### config.mk
export PLATFORM = sky130hd
export DESIGN_NAME = standstill_position_monitor
export DESIGN_NICKNAME = d
export VERILOG_FILES = /design/src/hdl/standstill_position_monitor.v /design/src/hdl/input_sync.v /design/src/hdl/on_delay_timer.v
export VERILOG_INCLUDE_DIRS = /design/src /design/src/hdl
export SDC_FILE = /design/constraint.sdc
export NUM_CORES = 1
export LEC_CHECK = 0
export BUFFER_PORTS_ARGS = -buffer_cell sky130_fd_sc_hd__buf_2
export CAP_MARGIN = 20
export CORE_ASPECT_RATIO = 0.9
export CORE_MARGIN = 1
export CORE_UTILIZATION = 50
export DETAILED_ROUTE_END_ITERATION = 6
export GPL_TIMING_DRIVEN = 1
export PLACE_DENSITY = 0.72
export SYNTH_ARGS = -nofsm -noshare
export SYNTH_HDL_FRONTEND = slang
export SYNTH_SLANG_ARGS = --single-unit
### constraint.sdc
create_clock -name clk -period 9.3 [get_ports clk]
set_clock_uncertainty 0.1 [all_clocks]
set_input_delay 0.465 -clock clk [delete_from_list [all_inputs] [get_ports clk]]
set_output_delay 0.465 -clock clk [all_outputs]
set_load 0.02 [all_outputs]
### src/hdl/standstill_defs.vh
// Constants for the standstill position monitor: map, fields, resets, timing
`ifndef STANDSTILL_DEFS_VH
`define STANDSTILL_DEFS_VH

// Clock and timing
`define CLK_HZ 20000000
`define MS_PER_S 1000
`define US_PER_S 1000000
`define CYCLE_TIME_US 2000
`define CLKS_PER_MS (`CLK_HZ / `MS_PER_S)
`define CLKS_PER_CYCLE ((`CLK_HZ / `US_PER_S) * `CYCLE_TIME_US)

// Register byte addresses
`define ADDR_CTRL 8'h00
`define ADDR_ON_DELAY 8'h04
`define ADDR_WINDOW 8'h08
`define ADDR_AUTO_SPEED 8'h0C
`define ADDR_STATUS 8'h10
`define ADDR_START_POS 8'h14
`define ADDR_INT_STATUS 8'h18
`define ADDR_INT_ENABLE 8'h1C
`define ADDR_INT_CLEAR 8'h20

// Control fields
`define CTRL_AXIS_BIT 0
`define CTRL_MONITOR_ONLY_BIT 1
`define CTRL_AUTO_START_BIT 2
`define CTRL_WIDTH 3

// Status fields
`define STAT_ARMED_BIT 0
`define STAT_OK_BIT 1
`define STAT_BRAKE_BIT 2
`define STAT_FAULT_BIT 3
`define STAT_STATE_LSB 4

// Interrupt event bits
`define EVT_MON_START 0
`define EVT_VIOLATION 1
`define EVT_AUTO_START 2
`define EVT_WIDTH 3

// Field widths and reset values
`define DELAY_WIDTH 17
`define WINDOW_WIDTH 31
`define SPEED_WIDTH 24
`define RST_CTRL 3'h0
`define RST_ON_DELAY 17'h0_0064
`define MAX_ON_DELAY 17'h1_D4C0
`define RST_WINDOW 31'h0000_0064
`define RST_AUTO_SPEED 24'h00_0154

// AXI responses
`define RESP_OKAY 2'h0
`define RESP_SLVERR 2'h2

`endif

### src/hdl/standstill_position_monitor.v
// Standstill position monitor with AXI4-Lite configuration and interrupt
`timescale 1ns/1ps
`include "standstill_defs.vh"
module standstill_position_monitor #(
  parameter CLKS_PER_MS = `CLKS_PER_MS,
  parameter CLKS_PER_CYCLE = `CLKS_PER_CYCLE
) (
  input wire clk,
  input wire rst,
  input wire ce,
  input wire arm_input_n,
  input wire [31:0] first_axis_position,
  input wire [31:0] second_axis_position,
  input wire [31:0] first_axis_speed,
  input wire [31:0] second_axis_speed,
  output reg standstill_ok_out,
  output reg braking_stop_request,
  output reg irq,
  input wire [7:0] s_axi_awaddr,
  input wire s_axi_awvalid,
  output reg s_axi_awready,
  input wire [31:0] s_axi_wdata,
  input wire [3:0] s_axi_wstrb,
  input wire s_axi_wvalid,
  output reg s_axi_wready,
  output reg [1:0] s_axi_bresp,
  output reg s_axi_bvalid,
  input wire s_axi_bready,
  input wire [7:0] s_axi_araddr,
  input wire s_axi_arvalid,
  output reg s_axi_arready,
  output reg [31:0] s_axi_rdata,
  output reg [1:0] s_axi_rresp,
  output reg s_axi_rvalid,
  input wire s_axi_rready
);
  localparam ST_IDLE = 2'b00;
  localparam ST_DELAY = 2'b01;
  localparam ST_MONITOR = 2'b10;
  localparam ST_FAULT = 2'b11;

  // Configuration and status
  reg [`CTRL_WIDTH-1:0] ctrl;
  reg [`DELAY_WIDTH-1:0] on_delay;
  reg [`WINDOW_WIDTH-1:0] window;
  reg [`SPEED_WIDTH-1:0] auto_speed;
  reg [`EVT_WIDTH-1:0] int_status;
  reg [`EVT_WIDTH-1:0] int_enable;
  reg [`EVT_WIDTH-1:0] int_clear;
  reg [31:0] start_pos;
  reg [1:0] state;
  reg [`EVT_WIDTH-1:0] events;

  // Bus holding registers
  reg [7:0] aw_addr;
  reg aw_held;
  reg [31:0] w_data;
  reg [3:0] w_strb;
  reg w_held;

  wire armed_n;
  wire armed = ~armed_n;
  wire timer_done;
  wire axis_second = ctrl[`CTRL_AXIS_BIT];
  wire monitor_only = ctrl[`CTRL_MONITOR_ONLY_BIT];
  wire auto_start = ctrl[`CTRL_AUTO_START_BIT];

  input_sync #(
    .WIDTH(1),
    .RESET_VALUE(1'b1)
  ) arm_sync (
    .clk(clk),
    .rst(rst),
    .ce(ce),
    .async_in(arm_input_n),
    .sync_out(armed_n)
  );

  // Start and stop pulses for the delay
  wire arm_start = armed && (state == ST_IDLE);
  wire disarm = !armed && (state != ST_IDLE);

  on_delay_timer #(
    .CLKS_PER_MS(CLKS_PER_MS),
    .CLKS_PER_CYCLE(CLKS_PER_CYCLE)
  ) delay_timer (
    .clk(clk),
    .rst(rst),
    .ce(ce),
    .restart(arm_start),
    .stop(disarm),
    .delay_ms(on_delay),
    .done(timer_done),
    .cycle_tick()
  );

  // Axis selection
  wire [31:0] position = axis_second ? second_axis_position : first_axis_position;
  wire [31:0] speed = axis_second ? second_axis_speed : first_axis_speed;

  // Speed magnitude against the auto-start threshold
  wire [32:0] speed_ext = {speed[31], speed};
  wire [32:0] speed_abs = speed[31] ? (33'h0_0000_0000 - speed_ext) : speed_ext;
  wire speed_below = (speed_abs < {9'h000, auto_speed});

  // Deviation is kept in 33 bits so a full-range swing cannot wrap into the window
  wire [32:0] pos_diff = {position[31], position} - {start_pos[31], start_pos};
  wire [32:0] pos_abs = pos_diff[32] ? (33'h0_0000_0000 - pos_diff) : pos_diff;
  wire window_violation = (pos_abs > {2'b00, window});

  wire early_start = auto_start && speed_below;
  wire begin_monitor = (state == ST_DELAY) && armed && (timer_done || early_start);

  // Monitoring sequence
  always @(posedge clk or posedge rst) begin
    if (rst) begin
      state <= ST_IDLE;
      start_pos <= 32'h0000_0000;
      standstill_ok_out <= 1'b0;
      braking_stop_request <= 1'b0;
      events <= {`EVT_WIDTH{1'b0}};
    end else if (ce) begin
      events <= {`EVT_WIDTH{1'b0}};
      case (state)
        ST_IDLE: begin
          standstill_ok_out <= 1'b0;
          braking_stop_request <= 1'b0;
          if (armed)
            state <= ST_DELAY;
        end
        ST_DELAY: begin
          standstill_ok_out <= 1'b0;
          if (!armed) begin
            state <= ST_IDLE;
          end else if (begin_monitor) begin
            start_pos <= position;
            state <= ST_MONITOR;
            standstill_ok_out <= 1'b1;
            events[`EVT_MON_START] <= 1'b1;
            events[`EVT_AUTO_START] <= !timer_done;
          end
        end
        ST_MONITOR: begin
          if (!armed) begin
            state <= ST_IDLE;
            standstill_ok_out <= 1'b0;
          end else if (window_violation) begin
            state <= ST_FAULT;
            standstill_ok_out <= 1'b0;
            braking_stop_request <= !monitor_only;
            events[`EVT_VIOLATION] <= 1'b1;
          end else begin
            standstill_ok_out <= 1'b1;
          end
        end
        ST_FAULT: begin
          // Fault is latched until the function is disarmed
          standstill_ok_out <= 1'b0;
          if (!armed) begin
            state <= ST_IDLE;
            braking_stop_request <= 1'b0;
          end
        end
        default: begin
          state <= ST_IDLE;
          standstill_ok_out <= 1'b0;
          braking_stop_request <= 1'b0;
        end
      endcase
    end
  end

  // Interrupt status: a new event wins over a clear in the same cycle
  wire [`EVT_WIDTH-1:0] next_int_status = (int_status & ~int_clear) | events;

  always @(posedge clk or posedge rst) begin
    if (rst) begin
      int_status <= {`EVT_WIDTH{1'b0}};
      irq <= 1'b0;
    end else if (ce) begin
      int_status <= next_int_status;
      irq <= |(next_int_status & int_enable);
    end
  end

  // Byte-lane merge for writes
  function [31:0] merge_bytes;
    input [31:0] old_value;
    input [31:0] new_value;
    input [3:0] strb;
    integer b;
    begin
      merge_bytes = old_value;
      for (b = 0; b < 4; b = b + 1) begin
        if (strb[b])
          merge_bytes[b*8 +: 8] = new_value[b*8 +: 8];
      end
    end
  endfunction

  wire [31:0] ctrl_merged = merge_bytes({29'h0000_0000, ctrl}, w_data, w_strb);
  wire [31:0] delay_merged = merge_bytes({15'h0000, on_delay}, w_data, w_strb);
  wire [31:0] window_merged = merge_bytes({1'b0, window}, w_data, w_strb);
  wire [31:0] speed_merged = merge_bytes({8'h00, auto_speed}, w_data, w_strb);
  wire [31:0] enable_merged = merge_bytes({29'h0000_0000, int_enable}, w_data, w_strb);
  wire [31:0] clear_merged = merge_bytes(32'h0000_0000, w_data, w_strb);

  wire do_write = aw_held && w_held && !s_axi_bvalid;
  wire write_mapped = (aw_addr == `ADDR_CTRL) || (aw_addr == `ADDR_ON_DELAY) ||
                      (aw_addr == `ADDR_WINDOW) || (aw_addr == `ADDR_AUTO_SPEED) ||
                      (aw_addr == `ADDR_INT_ENABLE) || (aw_addr == `ADDR_INT_CLEAR);

  // Write channels: address and data taken in either order, answered together
  always @(posedge clk or posedge rst) begin
    if (rst) begin
      s_axi_awready <= 1'b1;
      s_axi_wready <= 1'b1;
      s_axi_bvalid <= 1'b0;
      s_axi_bresp <= `RESP_OKAY;
      aw_addr <= 8'h00;
      aw_held <= 1'b0;
      w_data <= 32'h0000_0000;
      w_strb <= 4'h0;
      w_held <= 1'b0;
    end else if (ce) begin
      if (s_axi_awvalid && s_axi_awready) begin
        aw_addr <= {s_axi_awaddr[7:2], 2'b00};
        aw_held <= 1'b1;
        s_axi_awready <= 1'b0;
      end
      if (s_axi_wvalid && s_axi_wready) begin
        w_data <= s_axi_wdata;
        w_strb <= s_axi_wstrb;
        w_held <= 1'b1;
        s_axi_wready <= 1'b0;
      end
      if (do_write) begin
        aw_held <= 1'b0;
        w_held <= 1'b0;
        s_axi_bvalid <= 1'b1;
        s_axi_bresp <= write_mapped ? `RESP_OKAY : `RESP_SLVERR;
      end
      if (s_axi_bvalid && s_axi_bready) begin
        s_axi_bvalid <= 1'b0;
        s_axi_awready <= 1'b1;
        s_axi_wready <= 1'b1;
      end
    end
  end

  // Configuration registers
  always @(posedge clk or posedge rst) begin
    if (rst) begin
      ctrl <= `RST_CTRL;
      on_delay <= `RST_ON_DELAY;
      window <= `RST_WINDOW;
      auto_speed <= `RST_AUTO_SPEED;
      int_enable <= {`EVT_WIDTH{1'b0}};
      int_clear <= {`EVT_WIDTH{1'b0}};
    end else if (ce) begin
      int_clear <= {`EVT_WIDTH{1'b0}};
      if (do_write) begin
        case (aw_addr)
          `ADDR_CTRL: ctrl <= ctrl_merged[`CTRL_WIDTH-1:0];
          `ADDR_ON_DELAY: begin
            // Out-of-range delays saturate at the longest allowed delay
            if (delay_merged > {15'h0000, `MAX_ON_DELAY})
              on_delay <= `MAX_ON_DELAY;
            else
              on_delay <= delay_merged[`DELAY_WIDTH-1:0];
          end
          `ADDR_WINDOW: window <= window_merged[`WINDOW_WIDTH-1:0];
          `ADDR_AUTO_SPEED: auto_speed <= speed_merged[`SPEED_WIDTH-1:0];
          `ADDR_INT_ENABLE: int_enable <= enable_merged[`EVT_WIDTH-1:0];
          `ADDR_INT_CLEAR: int_clear <= clear_merged[`EVT_WIDTH-1:0];
          default: ctrl <= ctrl;
        endcase
      end
    end
  end

  // Read data selection
  reg [31:0] read_value;
  reg read_mapped;
  wire [7:0] rd_addr = {s_axi_araddr[7:2], 2'b00};

  always @* begin
    read_value = 32'h0000_0000;
    read_mapped = 1'b1;
    case (rd_addr)
      `ADDR_CTRL: read_value = {29'h0000_0000, ctrl};
      `ADDR_ON_DELAY: read_value = {15'h0000, on_delay};
      `ADDR_WINDOW: read_value = {1'b0, window};
      `ADDR_AUTO_SPEED: read_value = {8'h00, auto_speed};
      `ADDR_STATUS: begin
        read_value[`STAT_ARMED_BIT] = armed;
        read_value[`STAT_OK_BIT] = standstill_ok_out;
        read_value[`STAT_BRAKE_BIT] = braking_stop_request;
        read_value[`STAT_FAULT_BIT] = (state == ST_FAULT);
        read_value[`STAT_STATE_LSB +: 2] = state;
      end
      `ADDR_START_POS: read_value = start_pos;
      `ADDR_INT_STATUS: read_value = {29'h0000_0000, int_status};
      `ADDR_INT_ENABLE: read_value = {29'h0000_0000, int_enable};
      `ADDR_INT_CLEAR: read_value = 32'h0000_0000;
      default: read_mapped = 1'b0;
    endcase
  end

  // Read channel answers one cycle after the address is taken
  always @(posedge clk or posedge rst) begin
    if (rst) begin
      s_axi_arready <= 1'b1;
      s_axi_rvalid <= 1'b0;
      s_axi_rdata <= 32'h0000_0000;
      s_axi_rresp <= `RESP_OKAY;
    end else if (ce) begin
      if (s_axi_arvalid && s_axi_arready) begin
        s_axi_arready <= 1'b0;
        s_axi_rvalid <= 1'b1;
        s_axi_rdata <= read_value;
        s_axi_rresp <= read_mapped ? `RESP_OKAY : `RESP_SLVERR;
      end else if (s_axi_rvalid && s_axi_rready) begin
        s_axi_rvalid <= 1'b0;
        s_axi_arready <= 1'b1;
      end
    end
  end
endmodule

### src/hdl/input_sync.v
// Two-flop synchroniser for pins arriving from outside the clock domain
`timescale 1ns/1ps
module input_sync #(
  parameter WIDTH = 1,
  parameter [WIDTH-1:0] RESET_VALUE = {WIDTH{1'b1}}
) (
  input wire clk,
  input wire rst,
  input wire ce,
  input wire [WIDTH-1:0] async_in,
  output wire [WIDTH-1:0] sync_out
);
  genvar i;
  generate
    for (i = 0; i < WIDTH; i = i + 1) begin : bit_sync
      reg meta;
      reg stable;
      always @(posedge clk or posedge rst) begin
        if (rst) begin
          meta <= RESET_VALUE[i];
          stable <= RESET_VALUE[i];
        end else if (ce) begin
          meta <= async_in[i];
          stable <= meta;
        end
      end
      assign sync_out[i] = stable;
    end
  endgenerate
endmodule

### src/hdl/on_delay_timer.v
// On-delay timer in milliseconds that expires only on a processing-cycle boundary
`timescale 1ns/1ps
`include "standstill_defs.vh"
module on_delay_timer #(
  parameter CLKS_PER_MS = `CLKS_PER_MS,
  parameter CLKS_PER_CYCLE = `CLKS_PER_CYCLE
) (
  input wire clk,
  input wire rst,
  input wire ce,
  input wire restart,
  input wire stop,
  input wire [`DELAY_WIDTH-1:0] delay_ms,
  output reg done,
  output reg cycle_tick
);
  reg [31:0] pre_cnt;
  reg [31:0] cyc_cnt;
  reg [`DELAY_WIDTH-1:0] ms_cnt;
  reg running;
  wire ms_tick = (pre_cnt == CLKS_PER_MS - 1);
  wire cyc_end = (cyc_cnt == CLKS_PER_CYCLE - 1);
  wire elapsed = (ms_cnt >= delay_ms);

  // Processing cycle runs free; the delay is only judged at its boundaries
  always @(posedge clk or posedge rst) begin
    if (rst) begin
      cyc_cnt <= 32'h0000_0000;
      cycle_tick <= 1'b0;
    end else if (ce) begin
      cycle_tick <= cyc_end;
      if (cyc_end)
        cyc_cnt <= 32'h0000_0000;
      else
        cyc_cnt <= cyc_cnt + 32'h0000_0001;
    end
  end

  always @(posedge clk or posedge rst) begin
    if (rst) begin
      pre_cnt <= 32'h0000_0000;
      ms_cnt <= {`DELAY_WIDTH{1'b0}};
      running <= 1'b0;
      done <= 1'b0;
    end else if (ce) begin
      done <= 1'b0;
      if (restart || stop) begin
        pre_cnt <= 32'h0000_0000;
        ms_cnt <= {`DELAY_WIDTH{1'b0}};
        running <= restart;
      end else if (running) begin
        if (ms_tick) begin
          pre_cnt <= 32'h0000_0000;
          if (!elapsed)
            ms_cnt <= ms_cnt + {{(`DELAY_WIDTH-1){1'b0}}, 1'b1};
        end else begin
          pre_cnt <= pre_cnt + 32'h0000_0001;
        end
        if (elapsed && cyc_end) begin
          running <= 1'b0;
          done <= 1'b1;
        end
      end
    end
  end
endmodule

; ---- Word level (Yosys, flattened, before mapping)
; Cells that the tools add are included.
[totals]
elab_cells = 210
ff_bits = 294
output_inout_bits = 44
[op_classes]
magnitude_cmp = 4
add_sub_neg = 6
bitwise = 5
mux = 68
eq_ne = 25
reduce_logical = 64
[op_table]
columns = op, count
row1 = 32-bit two-way mux, 6
row2 = 26-bit case mux with 4 select lines, 1
row3 = 17-bit two-way mux, 5
row4 = 33-bit two-way mux, 2
row5 = "32-bit by 1-bit adder with 32-bit output, second input constant", 2
row6 = 6-bit case mux with 8 select lines, 1
row7 = 4-bit AND reduction, 11
row8 = 1-bit two-way mux, 35
row9 = 33-bit by 31-bit greater-than comparator with 1-bit output, 1
row10 = 33-bit by 24-bit < comparator with 1-bit output, 1
row11 = "1-bit by 32-bit subtractor with 33-bit output, first input constant", 1
row12 = "1-bit by 33-bit subtractor with 33-bit output, first input constant", 1
row13 = 32-bit by 32-bit subtractor with 33-bit output, 1
row14 = "32-bit by 15-bit == test with 1-bit output, second input constant", 1
row15 = "32-bit by 16-bit == test with 1-bit output, second input constant", 1
row16 = "32-bit by 17-bit greater-than comparator with 1-bit output, second input constant", 1
row17 = 8-bit two-way mux, 4
row18 = "6-bit by 3-bit == test with 1-bit output, second input constant", 5
row19 = "6-bit by 2-bit == test with 1-bit output, second input constant", 4
row20 = 2-bit AND reduction, 11
row21 = 2-bit nonzero test, 9
row22 = "17-bit by 1-bit adder with 17-bit output, second input constant", 1
row23 = 17-bit greater-or-equal comparator, 1
row24 = 8-bit logical NOT, 2
row25 = 25 further kinds, 64

; ---- Logic depth before layout (Yosys ltp)
[logic_depth]
ltp_word = 10
mapped_depth = 33
ltp_nobuf = 26

; ---- Modules after synthesis
; A second synthesis with hierarchy kept.
[unflattened]
hier_cells = 2172
area_unflattened_um2 = 19726.4
[by_module_without_submodules]
columns = module, instances, cells_per_inst, area_each_um2, seq_area_each_um2
row1 = standstill_position_monitor, 1, 1631, 14833.0, 5196.2
row2 = on_delay_timer, 1, 536, 4814.6, 2102.0
row3 = input_sync, 1, 5, 78.8, 52.6

; ---- Worst setup path after synthesis
; OpenSTA, ideal clock, no wires.
[synth_timing]
path_type = register to register
from = register ctrl[0]
to = register events[1]
arrival_ns = 7.114
period_less_slack_ns = 7.335
slack_ns = 1.965
setup_time_ns = 0.121
t_required_ns = 9.079
stages_incl_launch_ff = 34
path_buffers = 9
cell_sequence = dfrtp_1 > buf_6 > buf_2 > buf_2 > buf_2 > buf_1 > buf_1 > clkbuf_1 > mux2i_1 > ha_1 > fa_1 > nor2b_1 > o31a_1 > o21ai_0 > a31o_2 > a21oi_1 > o21a_1 > o31a_1 > clkbuf_1 > buf_1 > nor2_1 > xnor2_1 > ha_1 > a21o_1 > a21o_1 > a211oi_1 > o21ai_0 > a21oi_1 > o21ai_0 > o211ai_1 > nand2_1 > or3_1 > and3_1 > a22o_1
[synth_between]
elab_chain_len = 8
[synth_lines]
columns = item, line
row1 = from (decl), standstill_position_monitor.v:43  ; reg [`CTRL_WIDTH-1:0] ctrl;
row2 = from (signal assigned), standstill_position_monitor.v:254  ; ctrl <= `RST_CTRL;
row3 = from (signal assigned), standstill_position_monitor.v:264  ; `ADDR_CTRL: ctrl <= ctrl_merged[`CTRL_WIDTH-1:0];
row4 = from (signal assigned), standstill_position_monitor.v:276  ; default: ctrl <= ctrl;
row5 = 32-bit two-way mux *, standstill_position_monitor.v:98  ; wire [31:0] position = axis_second ? second_axis_position : first_axis_position;
row6 = 32-bit by 32-bit subtractor with 33-bit output *, standstill_position_monitor.v:107  ; wire [32:0] pos_diff = {position[31], position} - {start_pos[31], start_pos};
row7 = 1-bit by 33-bit subtractor with 33-bit output, standstill_position_monitor.v:108  ; wire [32:0] pos_abs = pos_diff[32] ? (33'h0_0000_0000 - pos_diff) : pos_diff;
row8 = 33-bit two-way mux *, standstill_position_monitor.v:108
row9 = 33-bit by 31-bit greater-than comparator with 1-bit output *, standstill_position_monitor.v:109  ; wire window_violation = (pos_abs > {2'b00, window});
row10 = 1-bit two-way mux *, standstill_position_monitor.v:147  ; end else if (window_violation) begin
row11 = 1-bit two-way mux *, standstill_position_monitor.v:144  ; if (!armed) begin
row12 = 1-bit two-way mux *, standstill_position_monitor.v:124  ; case (state)
row13 = to (signal assigned), standstill_position_monitor.v:121  ; events <= {`EVT_WIDTH{1'b0}};
row14 = to (signal assigned), standstill_position_monitor.v:123  ; events <= {`EVT_WIDTH{1'b0}};
row15 = "to (signal, indexed assignment)", standstill_position_monitor.v:140  ; events[`EVT_AUTO_START] <= !timer_done;
row16 = to (decl), standstill_position_monitor.v:52  ; reg [`EVT_WIDTH-1:0] events;
; Every way passes the cells marked *; elsewhere a longest branch is shown, timed or not.
; A chain may end at the register's enable or synchronous reset.

; ---- Worst setup path after layout
; Same ends and word-level chain as after synthesis.

==> results.ini <==
[global_route]
overflow=0
antenna_found_initial=1
grt_start_max_net_pins=159
grt_use_total=0.279
grt_pass1_vias=16096
grt_pass1_wl_um=87500

[layout]
drive_above_1_share=0.214
final_cell_mix=dfrtp_1, buf_2, nand2_1, nor2_1, inv_1
synthToLayoutAreaGrowth_pct=15.1
final_common_cell=dfrtp_1
diodes=0
nFillCells=3249
layout.cells.non_filler=2784
final_cell_area_sq_um=22200
fin_nets=2575
multi_input_area_sq_um=11100
register_area_sq_um=7330

[critical_path]
worstPathMaxFanout=35
regToRegStartpoint=ctrl[0]$_DFFE_PP0P_
crit_type=flip-flop to flip-flop
arrival_ns=7.73
critPathSlowestCell=dfrtp_4
endpoint_kind=flip-flop
rrSetupSlack_ns=1.95
start_kind=flip-flop
cp_common_cell=a21oi_1
reg2reg_depth=26
required_ns=9.69
cp-startpoint=ctrl[0]$_DFFE_PP0P_
reg2reg_to=events[1]$_DFFE_PP0P_
max_stage_delay_ns=0.76

[clocking]
path_clk_slew_ns=0.07
cts-root-to-sink-buffers=3
clk_latency_ns=0.60
cts_root_buf=clkbuf_16
cts.sinks=292
htreeDepth=1
cts_tree=built
numCtsBuffers=31

[sta]
hold_viol=0
rsz0062_at_grt=no
fin_hold_ws_ns=0.0133
max_freq_ghz=0.136
fin_ws_ns=1.95
finalSetupViolCount=0
fin_crit_ns=7.35
slew_viol_final=0
worst_slew_pin_slew_ns=0.996
relSlewSlack=0.335
tns_ns=0
period_share=0.790

[logic_synthesis]
syn_inst=2055
synth_seq_cells=292
synth-main-ff-cell=dfrtp_1
ys_types=84
async_reset_ff_frac=1.00
syn-cell-area_sq_um=19300
yosysWarnings=0
syn_area_per_cell_sq_um=9.39
synth-edff-count=0
yosysSeqAreaShare=0.380

[place]
placedInstanceArea_sq_um=20800
place.port_buffers=226
dp_cells=2694
routabilityCongestion=0.926
hpwlAfterDp_um=42000
place_ws_ns=2.09

[job]
cap_violations=0

[power_and_ir_drop]
vdd_drop_max_uv=178
power_leakage_nw=9.89
powerDensity_nw_per_um2=203

[drt]
antenna_left=0
drt-initial-drc-count=1253
drt-total-wl_um=54800
first_pass_iters=7
route.vias.total=16610
drc_errors=2
via_per_inst=5.97
wl_per_cell_um=19.7

[hold_path]
worstHoldPathCells=2
hold_end=w_data[19]$_DFFE_PP0P_
hp-start=s_axi_wdata[19]
hold_class=input port to flip-flop

[die]
ios=233
dieArea_sq_um=39400
core_sq_um=37600
rows=67
start_util=0.513
fp.dieW_um=209
die_y_um=188

[status]
status=complete, but fails checks
violations=DRC

==> routing by layer <==
layer | GRT usage | part of all wire | up-vias
met5 | 0 | 0.00020 | -
met4 | 0.0701 | 0.025 | 2
met3 | 0.0325 | 0.069 | 82
met2 | 0.449 | 0.45 | 590
met1 | 0.400 | 0.45 | 8035
li1 | - | - | 7901
==> synth_stat cells (19+ instances only) <==
cell | number | area share
nor4_1 | 29 | 0.0094
nor2_1 | 147 | 0.029
mux2i_1 | 33 | 0.017
xor2_1 | 58 | 0.026
clkbuf_1 | 64 | 0.012
nand4_1 | 43 | 0.014
nor3_1 | 49 | 0.013
inv_1 | 134 | 0.026
nand2_1 | 182 | 0.035
xnor2_1 | 82 | 0.037
nand2b_1 | 25 | 0.0081
and3_1 | 28 | 0.0091
mux2_4 | 26 | 0.020
a21o_1 | 33 | 0.013
mux2_2 | 131 | 0.076
a31oi_1 | 20 | 0.0065
dfrtp_1 | 277 | 0.36
nand3_1 | 51 | 0.013
a21oi_1 | 86 | 0.022
ha_1 | 109 | 0.071
a211oi_1 | 19 | 0.0074
o21ai_0 | 129 | 0.033
==> registers in the layout, summed over array words and instances (netlist names), 4 cells and up <==
signal               cells
w_data                  32
delay_timer.ms_cnt      17
delay_timer.pre_cnt     32
aw_addr                  6
w_strb                   4
s_axi_rdata             32
auto_speed              24
start_pos               32
on_delay                17
delay_timer.cyc_cnt     32
window                  31
==> timing repair <==
item | 4_1_cts | 5_1_grt
buffers inserted | 0 | 0
resized for setup | 0 | 0
setup endpoints to repair | 0 | 0
hold buffers | 29 | 0
hold endpoints to repair | 38 | 0
==> cell type report <==
cell class                 instances  area share
clock buffer                      43      0.0392
clock inverter                    15     0.00828
inverter                         134      0.0230
multi-input combinational       1549       0.502
sequential                       292       0.330
tap                              483      0.0272
timing repair buffer             268      0.0710
==> kinds of logic (layout without fill, tap and decap cells) <==
family	count (synthesis)	in the layout	share of synthesized area
other cells	1	2	0.000194
flops	292	292	0.380
compound gates	463	463	0.161
mux	192	192	0.115
xor+xnor	140	140	0.0635
simple gates	642	642	0.165
buf+inv	215	460	0.0441
fa+ha+maj	110	110	0.0717
==> through the flow <==
| step | utilization | total power (W) |
|---|---|---|
| 2_1_floorplan | - | 0.00276 |
| 5_1_grt | 0.590 | 0.00479 |
| 6_report | 0.590 | 0.00451 |
| 3_5_place_dp | 0.553 | 0.00320 |
| 4_1_cts | 0.589 | 0.00451 |
| 3_3_place_gp | 0.553 | 0.00313 |
==> worst max-delay path: cells and delay by family (launching register included) <==
family,cells,cell delay (ns)
adder cells (fa/ha/maj),3,0.82
multiplexers,1,0.62
flip-flops,1,0.76
XOR/XNOR,2,0.57
AND/OR/NAND/NOR,9,2.21
AO/OA/AOI/OAI,11,2.15
==> how the worst max path moves through the flow <==
stage | endpoint | slack, ns | cells past startpoint
4_1_cts | events[1]$_DFFE_PP0P_ | 2.06 | 26
2_1_floorplan | auto_speed[0]$_DFFE_PP0P_ | 0.70 | 1
3_5_place_dp | events[1]$_DFFE_PP0P_ | 2.09 | 26
6_report | events[1]$_DFFE_PP0P_ | 1.95 | 26
5_1_grt | events[1]$_DFFE_PP0P_ | 1.44 | 26
3_3_place_gp | events[1]$_DFFE_PP0P_ | 2.26 | 26
==> power by group <==
| group | internal [W] | switching [W] |
|---|---|---|
| logic | 0.000690 | 0.000845 |
| registers | 0.00145 | 0.000240 |
| clock network | 0.000741 | 0.000546 |
| total | 0.00288 | 0.00163 |
(Power assumes the default switching activity.)
